==> config.mk <==
export PLATFORM = sky130hd
export DESIGN_NAME = dtp_packer
export DESIGN_NICKNAME = d
export VERILOG_FILES = /design/src/common/dtp_pkg.sv /design/src/common/dtp_mem_if.sv /design/src/logic/dtp_refresh_timer.sv /design/src/logic/dtp_tlg_mem.sv /design/src/logic/dtp_packer.sv
export VERILOG_INCLUDE_DIRS = /design/src /design/src/common
export SDC_FILE = /design/constraint.sdc
export NUM_CORES = 1
export LEC_CHECK = 0
export BUFFER_PORTS_ARGS = -buffer_cell sky130_fd_sc_hd__buf_2
export CAP_MARGIN = 20
export CORE_MARGIN = 2
export CORE_UTILIZATION = 25
export DETAILED_ROUTE_END_ITERATION = 7
export GPL_ROUTABILITY_DRIVEN = 0
export SYNTH_ARGS = -nofsm -noshare
export SYNTH_HDL_FRONTEND = slang
export SYNTH_SLANG_ARGS = --single-unit
==> constraint.sdc <==
create_clock -name ref_clk -period 3.1 [get_ports ref_clk]
set_clock_uncertainty 0.1 [all_clocks]
set_input_delay 0.62 -clock ref_clk [delete_from_list [all_inputs] [get_ports ref_clk]]
set_output_delay 0.62 -clock ref_clk [all_outputs]
set_load 0.02 [all_outputs]
==> src/common/dtp_params.svh <==
// Constants of the digital input telegram packer: offsets, fields, timing
`ifndef DTP_PARAMS_SVH
`define DTP_PARAMS_SVH

`define DTP_CLK_MHZ        200
`define DTP_REFRESH_US     6500
`define DTP_REFRESH_CYC    (`DTP_REFRESH_US * `DTP_CLK_MHZ)
`define DTP_MAX_IN_HZ      50
`define DTP_HALF_PERIOD_US (1000000 / (2 * `DTP_MAX_IN_HZ))

`define DTP_NCH            15
`define DTP_ADDR_W         8
`define DTP_DATA_W         32
`define DTP_TLG_BYTES      8
`define DTP_TLG_AW         3
`define DTP_LEN_W          4

`define DTP_OFF_CTRL       8'h00
`define DTP_OFF_SIM_MODE   8'h04
`define DTP_OFF_SIM_VAL    8'h08
`define DTP_OFF_SIM_QUAL   8'h0c
`define DTP_OFF_INVERT     8'h10
`define DTP_OFF_ERR_MODE   8'h14
`define DTP_OFF_SUBST      8'h18
`define DTP_OFF_SNAPSHOT   8'h1c
`define DTP_OFF_IRQ_STAT   8'h20
`define DTP_OFF_IRQ_MASK   8'h24

`define DTP_CTRL_ACTIVE    0
`define DTP_CTRL_CODE_LSB  1
`define DTP_CTRL_RST       3'h1
`define DTP_CH_RST         15'h0000
`define DTP_SIM_QUAL_RST   15'h7fff
`define DTP_ERR_MODE_RST   30'h00000000

`define DTP_IRQ_W          3
`define DTP_IRQ_REFRESH    0
`define DTP_IRQ_ERROR      1
`define DTP_IRQ_MISMATCH   2

`define DTP_LEN_IN_STD     4'h2
`define DTP_LEN_IN_QUAD    4'h4
`define DTP_LEN_IN_OCTAL   4'h8
`define DTP_LEN_OUT_STD    4'h0
`define DTP_LEN_OUT_DUAL   4'h2
`define DTP_LEN_OUT_QUAD   4'h4
`define DTP_LEN_OUT_OCTAL  4'h8

`endif

==> src/common/dtp_pkg.sv <==
// Types of the digital input telegram packer
package dtp_pkg;
   typedef enum logic [1:0] {
      dtp_code_standard,
      dtp_code_dual_in_dual_out_universal_entry,
      dtp_code_quad_in_quad_out_universal_entry,
      dtp_code_octal_in_octal_out_universal_entry
   } dtp_cfg_code_t;

   typedef enum logic [1:0] {
      dtp_err_current,
      dtp_err_substitute,
      dtp_err_last_valid,
      dtp_err_spare
   } dtp_err_mode_t;

   typedef enum logic {
      dtp_snap_idle,
      dtp_snap_store
   } dtp_snap_state_t;
endpackage

==> src/common/dtp_mem_if.sv <==
// Carrier between the packer core and its telegram memory
`timescale 1ns/10ps
`include "dtp_params.svh"
interface dtp_mem_if;
   logic                    wr_en;
   logic [1:0]              wr_word;
   logic [15:0]             wr_data;
   logic                    rd_en;
   logic [`DTP_TLG_AW-1:0]  rd_addr;
   logic [7:0]              rd_data;

   modport core (output wr_en, wr_word, wr_data, rd_en, rd_addr,
                 input rd_data);
   modport mem  (input wr_en, wr_word, wr_data, rd_en, rd_addr,
                 output rd_data);
endinterface

==> src/logic/dtp_refresh_timer.sv <==
// Free-running refresh period timer issuing one tick per period
`timescale 1ns/10ps
module dtp_refresh_timer #(
   parameter int REFRESH_CYC = 1300000
) (
   input  wire logic ref_clk,   // System clock
   input  wire logic rst_n,     // Asynchronous reset
   input  wire logic clk_en,    // Freezes the count while low
   output logic      tick       // One cycle per refresh period
);
   logic [20:0] cnt_reg;

   assign tick = clk_en && (cnt_reg == 21'(REFRESH_CYC - 1));

   always_ff @(posedge ref_clk or negedge rst_n) begin
      if (!rst_n) begin
         cnt_reg <= 21'h000000;
      end else if (clk_en) begin
         if (tick) begin
            cnt_reg <= 21'h000000;
         end else begin
            cnt_reg <= cnt_reg + 21'h000001;
         end
      end
   end
endmodule

==> src/logic/dtp_tlg_mem.sv <==
// Telegram input byte store with a registered read port
`timescale 1ns/10ps
`include "dtp_params.svh"
module dtp_tlg_mem (
   input  wire logic ref_clk,   // System clock
   input  wire logic rst_n,     // Asynchronous reset
   input  wire logic clk_en,    // Freezes state while low
   dtp_mem_if.mem    mif        // Word write, byte read
);
   logic [7:0] mem_reg [0:`DTP_TLG_BYTES-1];
   logic [7:0] rd_data_reg;

   assign mif.rd_data = rd_data_reg;

   // Bytes never written stay zero: they are the empty padding bytes
   always_ff @(posedge ref_clk or negedge rst_n) begin
      if (!rst_n) begin
         for (int i = 0; i < `DTP_TLG_BYTES; i++) begin
            mem_reg[i] <= 8'h00;
         end
      end else if (clk_en && mif.wr_en) begin
         mem_reg[{mif.wr_word, 1'b0}] <= mif.wr_data[15:8];
         mem_reg[{mif.wr_word, 1'b1}] <= mif.wr_data[7:0];
      end
   end

   always_ff @(posedge ref_clk or negedge rst_n) begin
      if (!rst_n) begin
         rd_data_reg <= 8'h00;
      end else if (clk_en && mif.rd_en) begin
         rd_data_reg <= mem_reg[mif.rd_addr];
      end
   end
endmodule

==> src/logic/dtp_packer.sv <==
// Fifteen-channel binary input telegram packer, top level
//
// The strobed register port and the placing of the registers were decided locally.
`timescale 1ns/10ps
`include "dtp_params.svh"
// Summary of operation
// - A new telegram is produced every refresh period while the codes match, regardless of bus polling.
// - Field inputs are sampled every clock, far faster than the 50 Hz limit.
// - Byte one holds channels nine to fifteen and the error flag, byte two channels one to eight.
// - Empty output bytes number zero, two, four or eight after the configuration code.
// - Input bytes three and four exist empty from code quad on, five to eight only for octal.
// - Cyclic data is exchanged only while master and station codes match exactly.
// - There is no line fault monitoring, so no line fault is ever reported.
// - In normal mode each channel reports its live field value.
// - In simulation mode a channel reports its configured simulated value.
// - Channel activity follows the single module-wide active bit.
// - The simulated value is one bit with a valid or invalid quality flag.
// - Inversion reports the complement of the field level.
// - On a fault a channel reports live, substitute or last valid value by its mode.
// - A substitute value always carries invalid quality.
module dtp_packer #(
   parameter int REFRESH_CYC = `DTP_REFRESH_CYC
) (
   input  wire logic                   ref_clk,        // 200 MHz clock
   input  wire logic                   rst_n,          // Async reset
   input  wire logic                   clk_en,         // Freezes all state
   input  wire logic [`DTP_NCH-1:0]    field_in,       // Field levels
   input  wire logic [`DTP_NCH-1:0]    chan_fault,     // Channel fault
   input  wire logic [1:0]             master_code,    // Master's code
   input  wire logic [`DTP_ADDR_W-1:0] reg_addr,       // Register address
   input  wire logic [`DTP_DATA_W-1:0] reg_wdata,      // Write data
   input  wire logic                   reg_wr,         // Write strobe
   input  wire logic                   reg_rd,         // Read strobe
   output logic      [`DTP_DATA_W-1:0] reg_rdata,      // Read data
   input  wire logic                   tlg_rd,         // Telegram byte read
   input  wire logic [`DTP_TLG_AW-1:0] tlg_addr,       // Byte index
   output logic      [7:0]             tlg_data,       // Byte, next cycle
   output logic      [`DTP_LEN_W-1:0]  tlg_in_len,     // Input bytes
   output logic      [`DTP_LEN_W-1:0]  tlg_out_len,    // Empty out bytes
   output logic                        tlg_exchange,   // Codes agree
   output logic                        tlg_update,     // New telegram
   output logic                        irq             // Interrupt level
);
   localparam int NCH = `DTP_NCH;

   dtp_mem_if mif ();

   logic                    refresh_tick;
   logic [NCH-1:0]          field_reg;
   logic [2:0]              ctrl_reg;
   logic [NCH-1:0]          sim_mode_reg;
   logic [NCH-1:0]          sim_val_reg;
   logic [NCH-1:0]          sim_qual_reg;
   logic [NCH-1:0]          invert_reg;
   logic [2*NCH-1:0]        err_mode_reg;
   logic [NCH-1:0]          subst_reg;
   logic [NCH-1:0]          last_valid_reg;
   logic [15:0]             snap_reg;
   logic [`DTP_IRQ_W-1:0]   irq_stat_reg;
   logic [`DTP_IRQ_W-1:0]   irq_stat_next;
   logic [`DTP_IRQ_W-1:0]   irq_mask_reg;
   logic [`DTP_IRQ_W-1:0]   irq_event;
   logic [`DTP_DATA_W-1:0]  rdata_reg;
   logic [`DTP_DATA_W-1:0]  rdata_next;
   logic                    tlg_update_reg;
   logic                    err_prev_reg;
   logic [NCH-1:0]          chan_val;
   logic [NCH-1:0]          chan_qual;
   logic                    module_active;
   logic                    code_match;
   logic                    collective_err;
   dtp_pkg::dtp_cfg_code_t  cfg_code;
   dtp_pkg::dtp_snap_state_t snap_state;
   dtp_pkg::dtp_snap_state_t snap_state_next;

   assign module_active  = ctrl_reg[`DTP_CTRL_ACTIVE];
   assign cfg_code       = dtp_pkg::dtp_cfg_code_t'(ctrl_reg[2:1]);
   assign code_match     = (master_code == ctrl_reg[2:1]);
   assign collective_err = ~&chan_qual;
   assign tlg_exchange   = code_match;
   assign tlg_update     = tlg_update_reg;
   assign reg_rdata      = rdata_reg;
   assign tlg_data       = mif.rd_data;
   assign irq            = |(irq_stat_reg & irq_mask_reg);

   dtp_refresh_timer #(
      .REFRESH_CYC (REFRESH_CYC)
   ) u_timer (
      .ref_clk (ref_clk),
      .rst_n   (rst_n),
      .clk_en  (clk_en),
      .tick    (refresh_tick)
   );

   dtp_tlg_mem u_mem (
      .ref_clk (ref_clk),
      .rst_n   (rst_n),
      .clk_en  (clk_en),
      .mif     (mif.mem)
   );

   // Field capture every clock; the refresh period is below half a 50 Hz cycle
   always_ff @(posedge ref_clk or negedge rst_n) begin
      if (!rst_n) begin
         field_reg <= `DTP_CH_RST;
      end else if (clk_en) begin
         field_reg <= field_in;
      end
   end

   // Lengths of the telegram follow the configuration code
   always_comb begin
      tlg_in_len  = `DTP_LEN_IN_STD;
      tlg_out_len = `DTP_LEN_OUT_STD;
      case (cfg_code)
         dtp_pkg::dtp_code_dual_in_dual_out_universal_entry: begin
            tlg_out_len = `DTP_LEN_OUT_DUAL;
         end
         dtp_pkg::dtp_code_quad_in_quad_out_universal_entry: begin
            tlg_in_len  = `DTP_LEN_IN_QUAD;
            tlg_out_len = `DTP_LEN_OUT_QUAD;
         end
         dtp_pkg::dtp_code_octal_in_octal_out_universal_entry: begin
            tlg_in_len  = `DTP_LEN_IN_OCTAL;
            tlg_out_len = `DTP_LEN_OUT_OCTAL;
         end
         default: begin
            tlg_in_len  = `DTP_LEN_IN_STD;
            tlg_out_len = `DTP_LEN_OUT_STD;
         end
      endcase
   end

   // Per-channel value and quality; fault input is the channel's own fault,
   // never a line monitor
   genvar ch;
   generate
      for (ch = 0; ch < NCH; ch++) begin : g_chan
         logic                  live;
         dtp_pkg::dtp_err_mode_t emode;

         assign live  = field_reg[ch] ^ invert_reg[ch];
         assign emode = dtp_pkg::dtp_err_mode_t'(err_mode_reg[2*ch +: 2]);

         always_comb begin
            chan_val[ch]  = live;
            chan_qual[ch] = 1'b1;
            if (!module_active) begin
               chan_val[ch]  = 1'b0;
               chan_qual[ch] = 1'b1;
            end else if (sim_mode_reg[ch]) begin
               chan_val[ch]  = sim_val_reg[ch];
               chan_qual[ch] = sim_qual_reg[ch];
            end else if (chan_fault[ch]) begin
               chan_qual[ch] = 1'b0;
               case (emode)
                  dtp_pkg::dtp_err_substitute: begin
                     chan_val[ch] = subst_reg[ch];
                  end
                  dtp_pkg::dtp_err_last_valid: begin
                     chan_val[ch] = last_valid_reg[ch];
                  end
                  default: begin
                     chan_val[ch] = live;
                  end
               endcase
            end else begin
               chan_val[ch] = live;
            end
         end

         always_ff @(posedge ref_clk or negedge rst_n) begin
            if (!rst_n) begin
               last_valid_reg[ch] <= 1'b0;
            end else if (clk_en && module_active && !sim_mode_reg[ch]
                         && !chan_fault[ch]) begin
               last_valid_reg[ch] <= live;
            end
         end
      end
   endgenerate

   // Snapshot of both input bytes taken in one cycle per period
   always_ff @(posedge ref_clk or negedge rst_n) begin
      if (!rst_n) begin
         snap_reg <= 16'h0000;
      end else if (clk_en && refresh_tick && code_match) begin
         snap_reg <= {collective_err, chan_val[14:8], chan_val[7:0]};
      end
   end

   always_comb begin
      snap_state_next = snap_state;
      case (snap_state)
         dtp_pkg::dtp_snap_idle: begin
            if (refresh_tick && code_match) begin
               snap_state_next = dtp_pkg::dtp_snap_store;
            end
         end
         dtp_pkg::dtp_snap_store: begin
            snap_state_next = dtp_pkg::dtp_snap_idle;
         end
         default: begin
            snap_state_next = dtp_pkg::dtp_snap_idle;
         end
      endcase
   end

   always_ff @(posedge ref_clk or negedge rst_n) begin
      if (!rst_n) begin
         snap_state <= dtp_pkg::dtp_snap_idle;
      end else if (clk_en) begin
         snap_state <= snap_state_next;
      end
   end

   // Whole snapshot goes to the store as one word
   assign mif.wr_en   = (snap_state == dtp_pkg::dtp_snap_store);
   assign mif.wr_word = 2'h0;
   assign mif.wr_data = snap_reg;
   assign mif.rd_en   = tlg_rd && code_match;
   assign mif.rd_addr = tlg_addr;

   always_ff @(posedge ref_clk or negedge rst_n) begin
      if (!rst_n) begin
         tlg_update_reg <= 1'b0;
      end else if (clk_en) begin
         tlg_update_reg <= mif.wr_en;
      end
   end

   // Register writes
   always_ff @(posedge ref_clk or negedge rst_n) begin
      if (!rst_n) begin
         ctrl_reg     <= `DTP_CTRL_RST;
         sim_mode_reg <= `DTP_CH_RST;
         sim_val_reg  <= `DTP_CH_RST;
         sim_qual_reg <= `DTP_SIM_QUAL_RST;
         invert_reg   <= `DTP_CH_RST;
         err_mode_reg <= `DTP_ERR_MODE_RST;
         subst_reg    <= `DTP_CH_RST;
         irq_mask_reg <= 3'h0;
      end else if (clk_en && reg_wr) begin
         if (reg_addr == `DTP_OFF_CTRL) begin
            ctrl_reg <= reg_wdata[2:0];
         end else if (reg_addr == `DTP_OFF_SIM_MODE) begin
            sim_mode_reg <= reg_wdata[NCH-1:0];
         end else if (reg_addr == `DTP_OFF_SIM_VAL) begin
            sim_val_reg <= reg_wdata[NCH-1:0];
         end else if (reg_addr == `DTP_OFF_SIM_QUAL) begin
            sim_qual_reg <= reg_wdata[NCH-1:0];
         end else if (reg_addr == `DTP_OFF_INVERT) begin
            invert_reg <= reg_wdata[NCH-1:0];
         end else if (reg_addr == `DTP_OFF_ERR_MODE) begin
            err_mode_reg <= reg_wdata[2*NCH-1:0];
         end else if (reg_addr == `DTP_OFF_SUBST) begin
            subst_reg <= reg_wdata[NCH-1:0];
         end else if (reg_addr == `DTP_OFF_IRQ_MASK) begin
            irq_mask_reg <= reg_wdata[`DTP_IRQ_W-1:0];
         end
      end
   end

   // Register reads, answered in the following cycle
   always_comb begin
      rdata_next = 32'h00000000;
      if (reg_addr == `DTP_OFF_CTRL) begin
         rdata_next[2:0] = ctrl_reg;
      end else if (reg_addr == `DTP_OFF_SIM_MODE) begin
         rdata_next[NCH-1:0] = sim_mode_reg;
      end else if (reg_addr == `DTP_OFF_SIM_VAL) begin
         rdata_next[NCH-1:0] = sim_val_reg;
      end else if (reg_addr == `DTP_OFF_SIM_QUAL) begin
         rdata_next[NCH-1:0] = sim_qual_reg;
      end else if (reg_addr == `DTP_OFF_INVERT) begin
         rdata_next[NCH-1:0] = invert_reg;
      end else if (reg_addr == `DTP_OFF_ERR_MODE) begin
         rdata_next[2*NCH-1:0] = err_mode_reg;
      end else if (reg_addr == `DTP_OFF_SUBST) begin
         rdata_next[NCH-1:0] = subst_reg;
      end else if (reg_addr == `DTP_OFF_SNAPSHOT) begin
         rdata_next[15:0] = snap_reg;
         rdata_next[16]   = code_match;
      end else if (reg_addr == `DTP_OFF_IRQ_STAT) begin
         rdata_next[`DTP_IRQ_W-1:0] = irq_stat_reg;
      end else if (reg_addr == `DTP_OFF_IRQ_MASK) begin
         rdata_next[`DTP_IRQ_W-1:0] = irq_mask_reg;
      end
   end

   always_ff @(posedge ref_clk or negedge rst_n) begin
      if (!rst_n) begin
         rdata_reg <= 32'h00000000;
      end else if (clk_en) begin
         rdata_reg <= reg_rd ? rdata_next : 32'h00000000;
      end
   end

   // Sticky events; a new event wins over a write-one clear
   always_comb begin
      irq_event = 3'h0;
      irq_event[`DTP_IRQ_REFRESH]  = tlg_update_reg;
      irq_event[`DTP_IRQ_ERROR]    = collective_err && !err_prev_reg;
      irq_event[`DTP_IRQ_MISMATCH] = refresh_tick && !code_match;
      irq_stat_next = irq_stat_reg;
      if (reg_wr && reg_addr == `DTP_OFF_IRQ_STAT) begin
         irq_stat_next = irq_stat_reg & ~reg_wdata[`DTP_IRQ_W-1:0];
      end
      irq_stat_next = irq_stat_next | irq_event;
   end

   always_ff @(posedge ref_clk or negedge rst_n) begin
      if (!rst_n) begin
         irq_stat_reg <= 3'h0;
         err_prev_reg <= 1'b0;
      end else if (clk_en) begin
         irq_stat_reg <= irq_stat_next;
         err_prev_reg <= collective_err;
      end
   end

   // Checking helpers: enabled cycles since the last refresh tick
   logic [20:0] gap_cnt_reg;
   logic        seen_tick_reg;

   always_ff @(posedge ref_clk or negedge rst_n) begin
      if (!rst_n) begin
         gap_cnt_reg   <= 21'h000000;
         seen_tick_reg <= 1'b0;
      end else if (clk_en) begin
         gap_cnt_reg   <= refresh_tick ? 21'h000000 : gap_cnt_reg + 21'h000001;
         seen_tick_reg <= seen_tick_reg | refresh_tick;
      end
   end
endmodule

==> out/metrics.json, run 1 <==
{
  "synth-async-reset-ratio": 1.00,
  "final_cycle_share": 0.882,
  "final-seq-area_um2": 5980,
  "number_of_global_route_vias_before_repair": 8872,
  "slew_violations": 0,
  "layout.cells.most_common_list": "sky130_fd_sc_hd__dfrtp_1, sky130_fd_sc_hd__mux2_2, sky130_fd_sc_hd__buf_2",
  "grt_overflow_total": 0,
  "max_freq_mhz": 366,
  "mappedNetlistArea_um2": 11800,
  "synth-simple-area-share": 0.0895,
  "report.final.setup_viol": 0,
  "globalRouteTotalUtil": 0.147,
  "cp_slowest_cell": "sky130_fd_sc_hd__or4_1",
  "num_io_pins": 132,
  "cell_mode_on_critical_path": "sky130_fd_sc_hd__or4_1",
  "outcome": "finished, violations left",
  "yosys_register_bits": 238,
  "placementRows": 79,
  "timing.critical_path.cells": "or4_1, or4_1, or4_1, buf_4, a22o_1",
  "clockBufferDepth": 3,
  "rsz_0062_raised_after_global_routing": "false",
  "setup-tns-final_ns": 0,
  "hpwl_um": 26500,
  "clock_sinks": 238,
  "finalCriticalPeriod_ns": 2.73,
  "required_ns": 3.42,
  "final_antenna_net_count": 0,
  "pre_cts_slack_ns": 0.373,
  "vertical_die_dimension_um": 221,
  "clk_latency_ns": 0.53,
  "synth.mux.area_fraction": 0.181,
  "pin_count_of_the_biggest_net_entering_global_routing": 74,
  "synthesis.instances": 1021,
  "postSynthAreaPerCell_um2": 11.6,
  "n_fill_cell": 4799,
  "ys_seq_area_frac": 0.505,
  "post-route-worst-setup-slack_ns": 0.367,
  "grt_pass1_wl_um": 55400,
  "power_density_nw_per_um2": 511,
  "worst_slew_margin_rel": 0.557,
  "cts.htree.levels": 1,
  "worst_hold_slack_across_all_endpoints_ns": 0.218,
  "holdCritPathClass": "in2reg",
  "critical_path.n_buffers_inverters": 1,
  "routedWlPerCell_um": 20.4,
  "synth_flop_cell": "sky130_fd_sc_hd__dfrtp_1",
  "critical_path.top_delay_family": "simple AND/OR/NAND/NOR gates",
  "detail_route.wirelength_um": 36500,
  "area_delta_synth_final_pct": 20.9,
  "failed_checks": "design-rule violations",
  "cts_tree": "done",
  "vias": 8767,
  "tightest_slew_ns": 0.658,
  "yosys.area_share.adder": 0.0328,
  "max_cap_viol_count": 0,
  "tritoncts.num_buffers": 27,
  "die_area_um2": 49100,
  "coreArea_um2": 46700,
  "finalHoldViolCount": 0,
  "synth_top_family_by_area": "multiplexers",
  "post_synthesis_xor_xnor_area_fraction": 0.0259,
  "placedInstanceArea_um2": 13400,
  "buffer_ports.inserted": 125,
  "utilization": 0.307,
  "critPathMaxFanout": 33,
  "synth.distinct_cells": 59,
  "critPathKind": "reg2reg",
  "cts_resized": 0,
  "postLayoutCellArea_um2": 14300,
  "count_of_synthesis_stage_warnings_from_yosys": 0,
  "critPathLaunchType": "register",
  "ir_drop_mv": 0.445,
  "start_util": 0.253,
  "detail_route.first_pass.iterations": 8,
  "drive_above_1_share": 0.354,
  "post_detailed_route_via_to_cell_ratio": 4.89,
  "root_buffer": "sky130_fd_sc_hd__clkbuf_16",
  "synth_enable_flop_cells": 0,
  "power.leakage_nw": 6.75,
  "postCtsSetupRepairBufs": 0,
  "multi_input_comb_area_um2": 5400,
  "cp_slowest_stage_delay_ns": 0.59,
  "layout.cells.most_common": "sky130_fd_sc_hd__dfrtp_1",
  "synth-compound-area-share": 0.125,
  "clk_pin_slew_ns": 0.06,
  "arrival_ns": 3.05,
  "drt_first_iter_violations": 683,
  "worst_setup_path_end_kind": "register",
  "antenna_violations_before_repair": 1,
  "design.final.nets": 1276,
  "drcViolationCount": 24,
  "chipWidth_um": 221
}
==> path summary, 6_finish.rpt <==
check | cells past startpoint | slack [ns] | to | start
min reg2reg | 1 | 0.37 | irq_stat_reg[1]$_DFFE_PN0P_ | err_prev_reg$_DFFE_PN0P_
max reg2reg | 5 | 0.37 | mif.wr_data[12]$_DFFE_PN0P_ | u_timer.cnt_reg[6]$_DFFE_PN0P_
max in group asynchronous | 3 | 1.59 | sim_qual_reg[0]$_DFFE_PN1P_ | rst_n
max | 5 | 0.37 | mif.wr_data[12]$_DFFE_PN0P_ | u_timer.cnt_reg[6]$_DFFE_PN0P_
min | 2 | 0.22 | field_reg[3]$_DFFE_PN0P_ | field_in[3]
min in group asynchronous | 2 | 0.50 | reg_rdata[22]$_DFFE_PN0P_ | rst_n
==> cell type report <==
cell class,instances,share of cell area
sequential,238,0.418
multi-input combinational,675,0.377
timing repair buffer,166,0.0714
clock buffer,40,0.0570
tap,607,0.0531
inverter,56,0.0147
clock inverter,7,0.00796
antenna,4,0.000700
==> cells by family (layout without fill, tap and decap cells) <==
logic type / Yosys count / count (layout)
AOI/OAI and AO/OA: 205 / 205
xor gates and xnor gates: 35 / 35
adders and majority gates: 31 / 31
buffers and inverters: 111 / 269
DFF: 238 / 238
muxes: 182 / 182
other: 1 / 8
and+or+nand+nor: 218 / 218
==> worst reg2reg max path: stages (launching register included) <==
cell and delay (ns):
sky130_fd_sc_hd__dfrtp_1 0.42, sky130_fd_sc_hd__or4_1 0.59, sky130_fd_sc_hd__or4_1 0.51, sky130_fd_sc_hd__or4_1 0.41, sky130_fd_sc_hd__buf_4 0.29, sky130_fd_sc_hd__a22o_1 0.31
==> routing by layer <==
layer	global-route usage	wire length [um]	up-vias
met5	0	0	-
met4	0.0381	887	0
met3	0.0250	2870	53
met2	0.231	16400	335
met1	0.209	16400	4387
li1	-	-	3992
==> synth_stat cells, types with 5 or more instances <==
| master | instances | area share |
|---|---|---|
| sky130_fd_sc_hd__nor2_1 | 37 | 0.012 |
| sky130_fd_sc_hd__o21ai_0 | 33 | 0.014 |
| sky130_fd_sc_hd__buf_4 | 6 | 0.0038 |
| sky130_fd_sc_hd__mux4_2 | 10 | 0.019 |
| sky130_fd_sc_hd__o2bb2ai_1 | 9 | 0.0067 |
| sky130_fd_sc_hd__a21oi_1 | 42 | 0.018 |
| sky130_fd_sc_hd__nand3_1 | 8 | 0.0034 |
| sky130_fd_sc_hd__a22o_1 | 28 | 0.021 |
| sky130_fd_sc_hd__dfstp_2 | 16 | 0.036 |
| sky130_fd_sc_hd__mux2_2 | 158 | 0.15 |
| sky130_fd_sc_hd__a32o_1 | 7 | 0.0059 |
| sky130_fd_sc_hd__nand2_1 | 89 | 0.028 |
| sky130_fd_sc_hd__dfrtp_1 | 222 | 0.47 |
| sky130_fd_sc_hd__a21oi_2 | 12 | 0.0089 |
| sky130_fd_sc_hd__xnor2_1 | 7 | 0.0052 |
| sky130_fd_sc_hd__inv_1 | 56 | 0.018 |
| sky130_fd_sc_hd__or4_1 | 5 | 0.0032 |
| sky130_fd_sc_hd__nand4_1 | 12 | 0.0063 |
| sky130_fd_sc_hd__nor2b_1 | 5 | 0.0026 |
| sky130_fd_sc_hd__o22ai_1 | 11 | 0.0058 |
| sky130_fd_sc_hd__mux2i_1 | 14 | 0.012 |
| sky130_fd_sc_hd__a311o_1 | 15 | 0.013 |
| sky130_fd_sc_hd__clkbuf_1 | 34 | 0.011 |
| sky130_fd_sc_hd__nor3_1 | 25 | 0.011 |
| sky130_fd_sc_hd__ha_1 | 31 | 0.033 |
| sky130_fd_sc_hd__or2_2 | 8 | 0.0042 |
| sky130_fd_sc_hd__o31ai_1 | 12 | 0.0076 |
| sky130_fd_sc_hd__xor2_1 | 28 | 0.021 |
| sky130_fd_sc_hd__buf_1 | 8 | 0.0025 |
| sky130_fd_sc_hd__a22oi_1 | 16 | 0.010 |
==> power by group <==
part	switching (W)	internal (W)	leakage [nW]	total (W)
clock network	0.00130	0.00205	0.461	0.00335
logic	0.000353	0.000254	3.09	0.000608
registers	0.000119	0.00323	3.20	0.00335
==> metrics by stage <==
step	total power (W)	cells
2_1_floorplan	0.00372	1024
3_3_place_gp	0.00400	1741
3_5_place_dp	0.00402	1741
4_1_cts	0.00738	1789
5_1_grt	0.00760	1790
6_report	0.00731	1793
==> repair_timing <==
item / 4_1_cts / 5_1_grt
hold buffers: 1 / 0
endpoints found under the hold margin: 41 / 0
setup endpoints to repair: 0 / 0
No activity file was read; power rests on OpenSTA's default activity.
==> run 2, diff against run 1 <==
--- a/config.mk
+++ b/config.mk
@@ -8,8 +8,7 @@
 export LEC_CHECK = 0
 export BUFFER_PORTS_ARGS = -buffer_cell sky130_fd_sc_hd__buf_2
 export CAP_MARGIN = 20
-export CORE_MARGIN = 2
-export CORE_UTILIZATION = 25
+export CORE_UTILIZATION = 45
 export DETAILED_ROUTE_END_ITERATION = 7
 export GPL_ROUTABILITY_DRIVEN = 0
 export SYNTH_ARGS = -nofsm -noshare
==> run 2 against run 1 <==
Against the previous run: the run now ends clean; register-to-register slack improved by 0.05 ns; critical path depth unchanged; via count decreased by 2.3%; first-iteration DRC count decreased by 25%; utilization increased by 24 points; die area decreased by 45%; final cell count decreased by 15%; global-route usage increased by 10 points; sequential share of layout area increased by 1.3 points; non-clock buffer count increased by 3; wire length decreased by 11%.
==> out/metrics.json, run 2 (synthesized netlist as in run 1, its figures left out) <==
{
  "finalHoldViolCount": 0,
  "die_area_um2": 26900,
  "placedInstanceArea_um2": 13000,
  "tritoncts.num_buffers": 27,
  "layout.cells.most_common_list": "sky130_fd_sc_hd__dfrtp_1, sky130_fd_sc_hd__mux2_2, sky130_fd_sc_hd__buf_2",
  "grt_overflow_total": 0,
  "grt.busiest_layer": "met2",
  "final_antenna_net_count": 0,
  "start_util": 0.464,
  "arrival_ns": 3.00,
  "post_detailed_route_via_to_cell_ratio": 5.64,
  "global_route.usage.met3": 0.0414,
  "coreArea_um2": 25500,
  "rsz_0062_raised_after_global_routing": "false",
  "max_freq_mhz": 373,
  "n_antenna_cell": 0,
  "timing.critical_path.cells": "or4_1, or4_1, or4_1, buf_4, a22o_1",
  "num_io_pins": 132,
  "worst_setup_path_end_kind": "register",
  "clockBufferDepth": 3,
  "hpwl_um": 23300,
  "report.final.setup_viol": 0,
  "cp_slowest_stage_delay_ns": 0.57,
  "cts_tree": "done",
  "detail_route.first_pass.iterations": 5,
  "outcome": "finished clean",
  "detail_route.wirelength_um": 32500,
  "holdCritPathClass": "in2reg",
  "buffer_ports.inserted": 125,
  "clk_latency_ns": 0.54,
  "cell_mode_on_critical_path": "sky130_fd_sc_hd__or4_1",
  "antenna_violations_before_repair": 0,
  "pin_count_of_the_biggest_net_entering_global_routing": 65,
  "area_delta_synth_final_pct": 17.4,
  "setup-tns-final_ns": 0,
  "ir_drop_mv": 0.405,
  "grt_pass1_wl_um": 50200,
  "critPathKind": "reg2reg",
  "cts_resized": 0,
  "root_buffer": "sky130_fd_sc_hd__clkbuf_16",
  "postCtsSetupRepairBufs": 0,
  "final_cycle_share": 0.865,
  "power_density_nw_per_um2": 514,
  "chipWidth_um": 164,
  "cts.htree.levels": 1,
  "pre_cts_slack_ns": 0.426,
  "clock_sinks": 238,
  "design.final.nets": 1279,
  "clk_pin_slew_ns": 0.06,
  "drcViolationCount": 0,
  "drt_first_iter_violations": 510,
  "placementRows": 58,
  "tightest_slew_ns": 0.567,
  "critPathMaxFanout": 33,
  "cp_slowest_cell": "sky130_fd_sc_hd__or4_1",
  "max_cap_viol_count": 0,
  "layout.cells.most_common": "sky130_fd_sc_hd__dfrtp_1",
  "critPathLaunchType": "register",
  "vias": 8565,
  "grt_util_met1": 0.340,
  "drive_above_1_share": 0.355,
  "required_ns": 3.42,
  "worst_hold_slack_across_all_endpoints_ns": 0.212,
  "post-route-worst-setup-slack_ns": 0.418,
  "slew_violations": 0,
  "global_route.usage.met2": 0.398,
  "finalCriticalPeriod_ns": 2.68,
  "number_of_global_route_vias_before_repair": 8560,
  "vertical_die_dimension_um": 164,
  "globalRouteTotalUtil": 0.249,
  "postLayoutCellArea_um2": 13900,
  "routedWlPerCell_um": 21.4,
  "n_fill_cell": 2256,
  "worst_slew_margin_rel": 0.620,
  "power.leakage_nw": 6.73
}
## run 2: cell types whose count changed in the layout (fill, tap and decap cells not counted)
cell / delta
sky130_fd_sc_hd__clkbuf_1: +3
sky130_fd_sc_hd__clkinv_2: +1
sky130_fd_sc_hd__buf_4: +7
sky130_fd_sc_hd__inv_8: +1
sky130_fd_sc_hd__buf_12: -4
sky130_fd_sc_hd__diode_2: -4
sky130_fd_sc_hd__bufinv_16: -2
## run 2: report_power, final
group | internal, W | switching, W
registers | 0.00323 | 0.000114
clock network | 0.00191 | 0.00128
logic | 0.000254 | 0.000347
total | 0.00540 | 0.00174
## run 2: final timing paths
path	start	end	slack (ns)	depth (start not counted)
setup / recovery	u_timer.cnt_reg[6]$_DFFE_PN0P_	mif.wr_data[6]$_DFFE_PN0P_	0.42	5
hold / removal	reg_wdata[17]	err_mode_reg[17]$_DFFE_PN0P_	0.21	2
setup reg to reg	u_timer.cnt_reg[6]$_DFFE_PN0P_	mif.wr_data[6]$_DFFE_PN0P_	0.42	5
hold reg to reg	u_mem.mif.rd_data[1]$_DFFE_PN0P_	u_mem.mif.rd_data[1]$_DFFE_PN0P_	0.37	2
max in group asynchronous	rst_n	sim_qual_reg[5]$_DFFE_PN1P_	1.48	3
min in group asynchronous	rst_n	invert_reg[1]$_DFFE_PN0P_	0.54	2
## run 2: routing by layer
metal | wire (um) | vias up
met1 | 14700 | 4244
met2 | 15000 | 261
met5 | 0 | -
li1 | - | 4001
met3 | 1900 | 59
met4 | 1000 | 0
## run 2: cell type report
| cell class | instances | area (um2) | share of cell area |
|---|---|---|---|
| clock buffers | 43 | 826 | 0.0595 |
| clock inverters | 7 | 70.1 | 0.00505 |
| inverters | 56 | 210 | 0.0151 |
| repair buffers | 169 | 993 | 0.0716 |
| multi-input cells | 675 | 5400 | 0.389 |
| well taps | 330 | 413 | 0.0297 |
| flip-flops and latches | 238 | 5980 | 0.430 |
## run 2: repair_timing
item	CTS	global route
endpoints found under the setup margin	0	0
hold buffers	1	0
endpoints found under the hold margin	56	0
## run 2: per-stage QoR
stage | util | total power (W) | cells
6_report | 0.545 | 0.00714 | 1518
5_1_grt | 0.545 | 0.00740 | 1518
4_1_cts | 0.545 | 0.00720 | 1518
3_5_place_dp | 0.510 | 0.00401 | 1467
3_3_place_gp | 0.510 | 0.00400 | 1467
2_1_floorplan | - | 0.00372 | 1024
## run 2: worst max-delay path, delay by kind of cell (launching register included)
family	cells	cell delay (ns)
simple gates	3	1.45
compound gates	1	0.28
buf+inv	1	0.29
flops	1	0.42
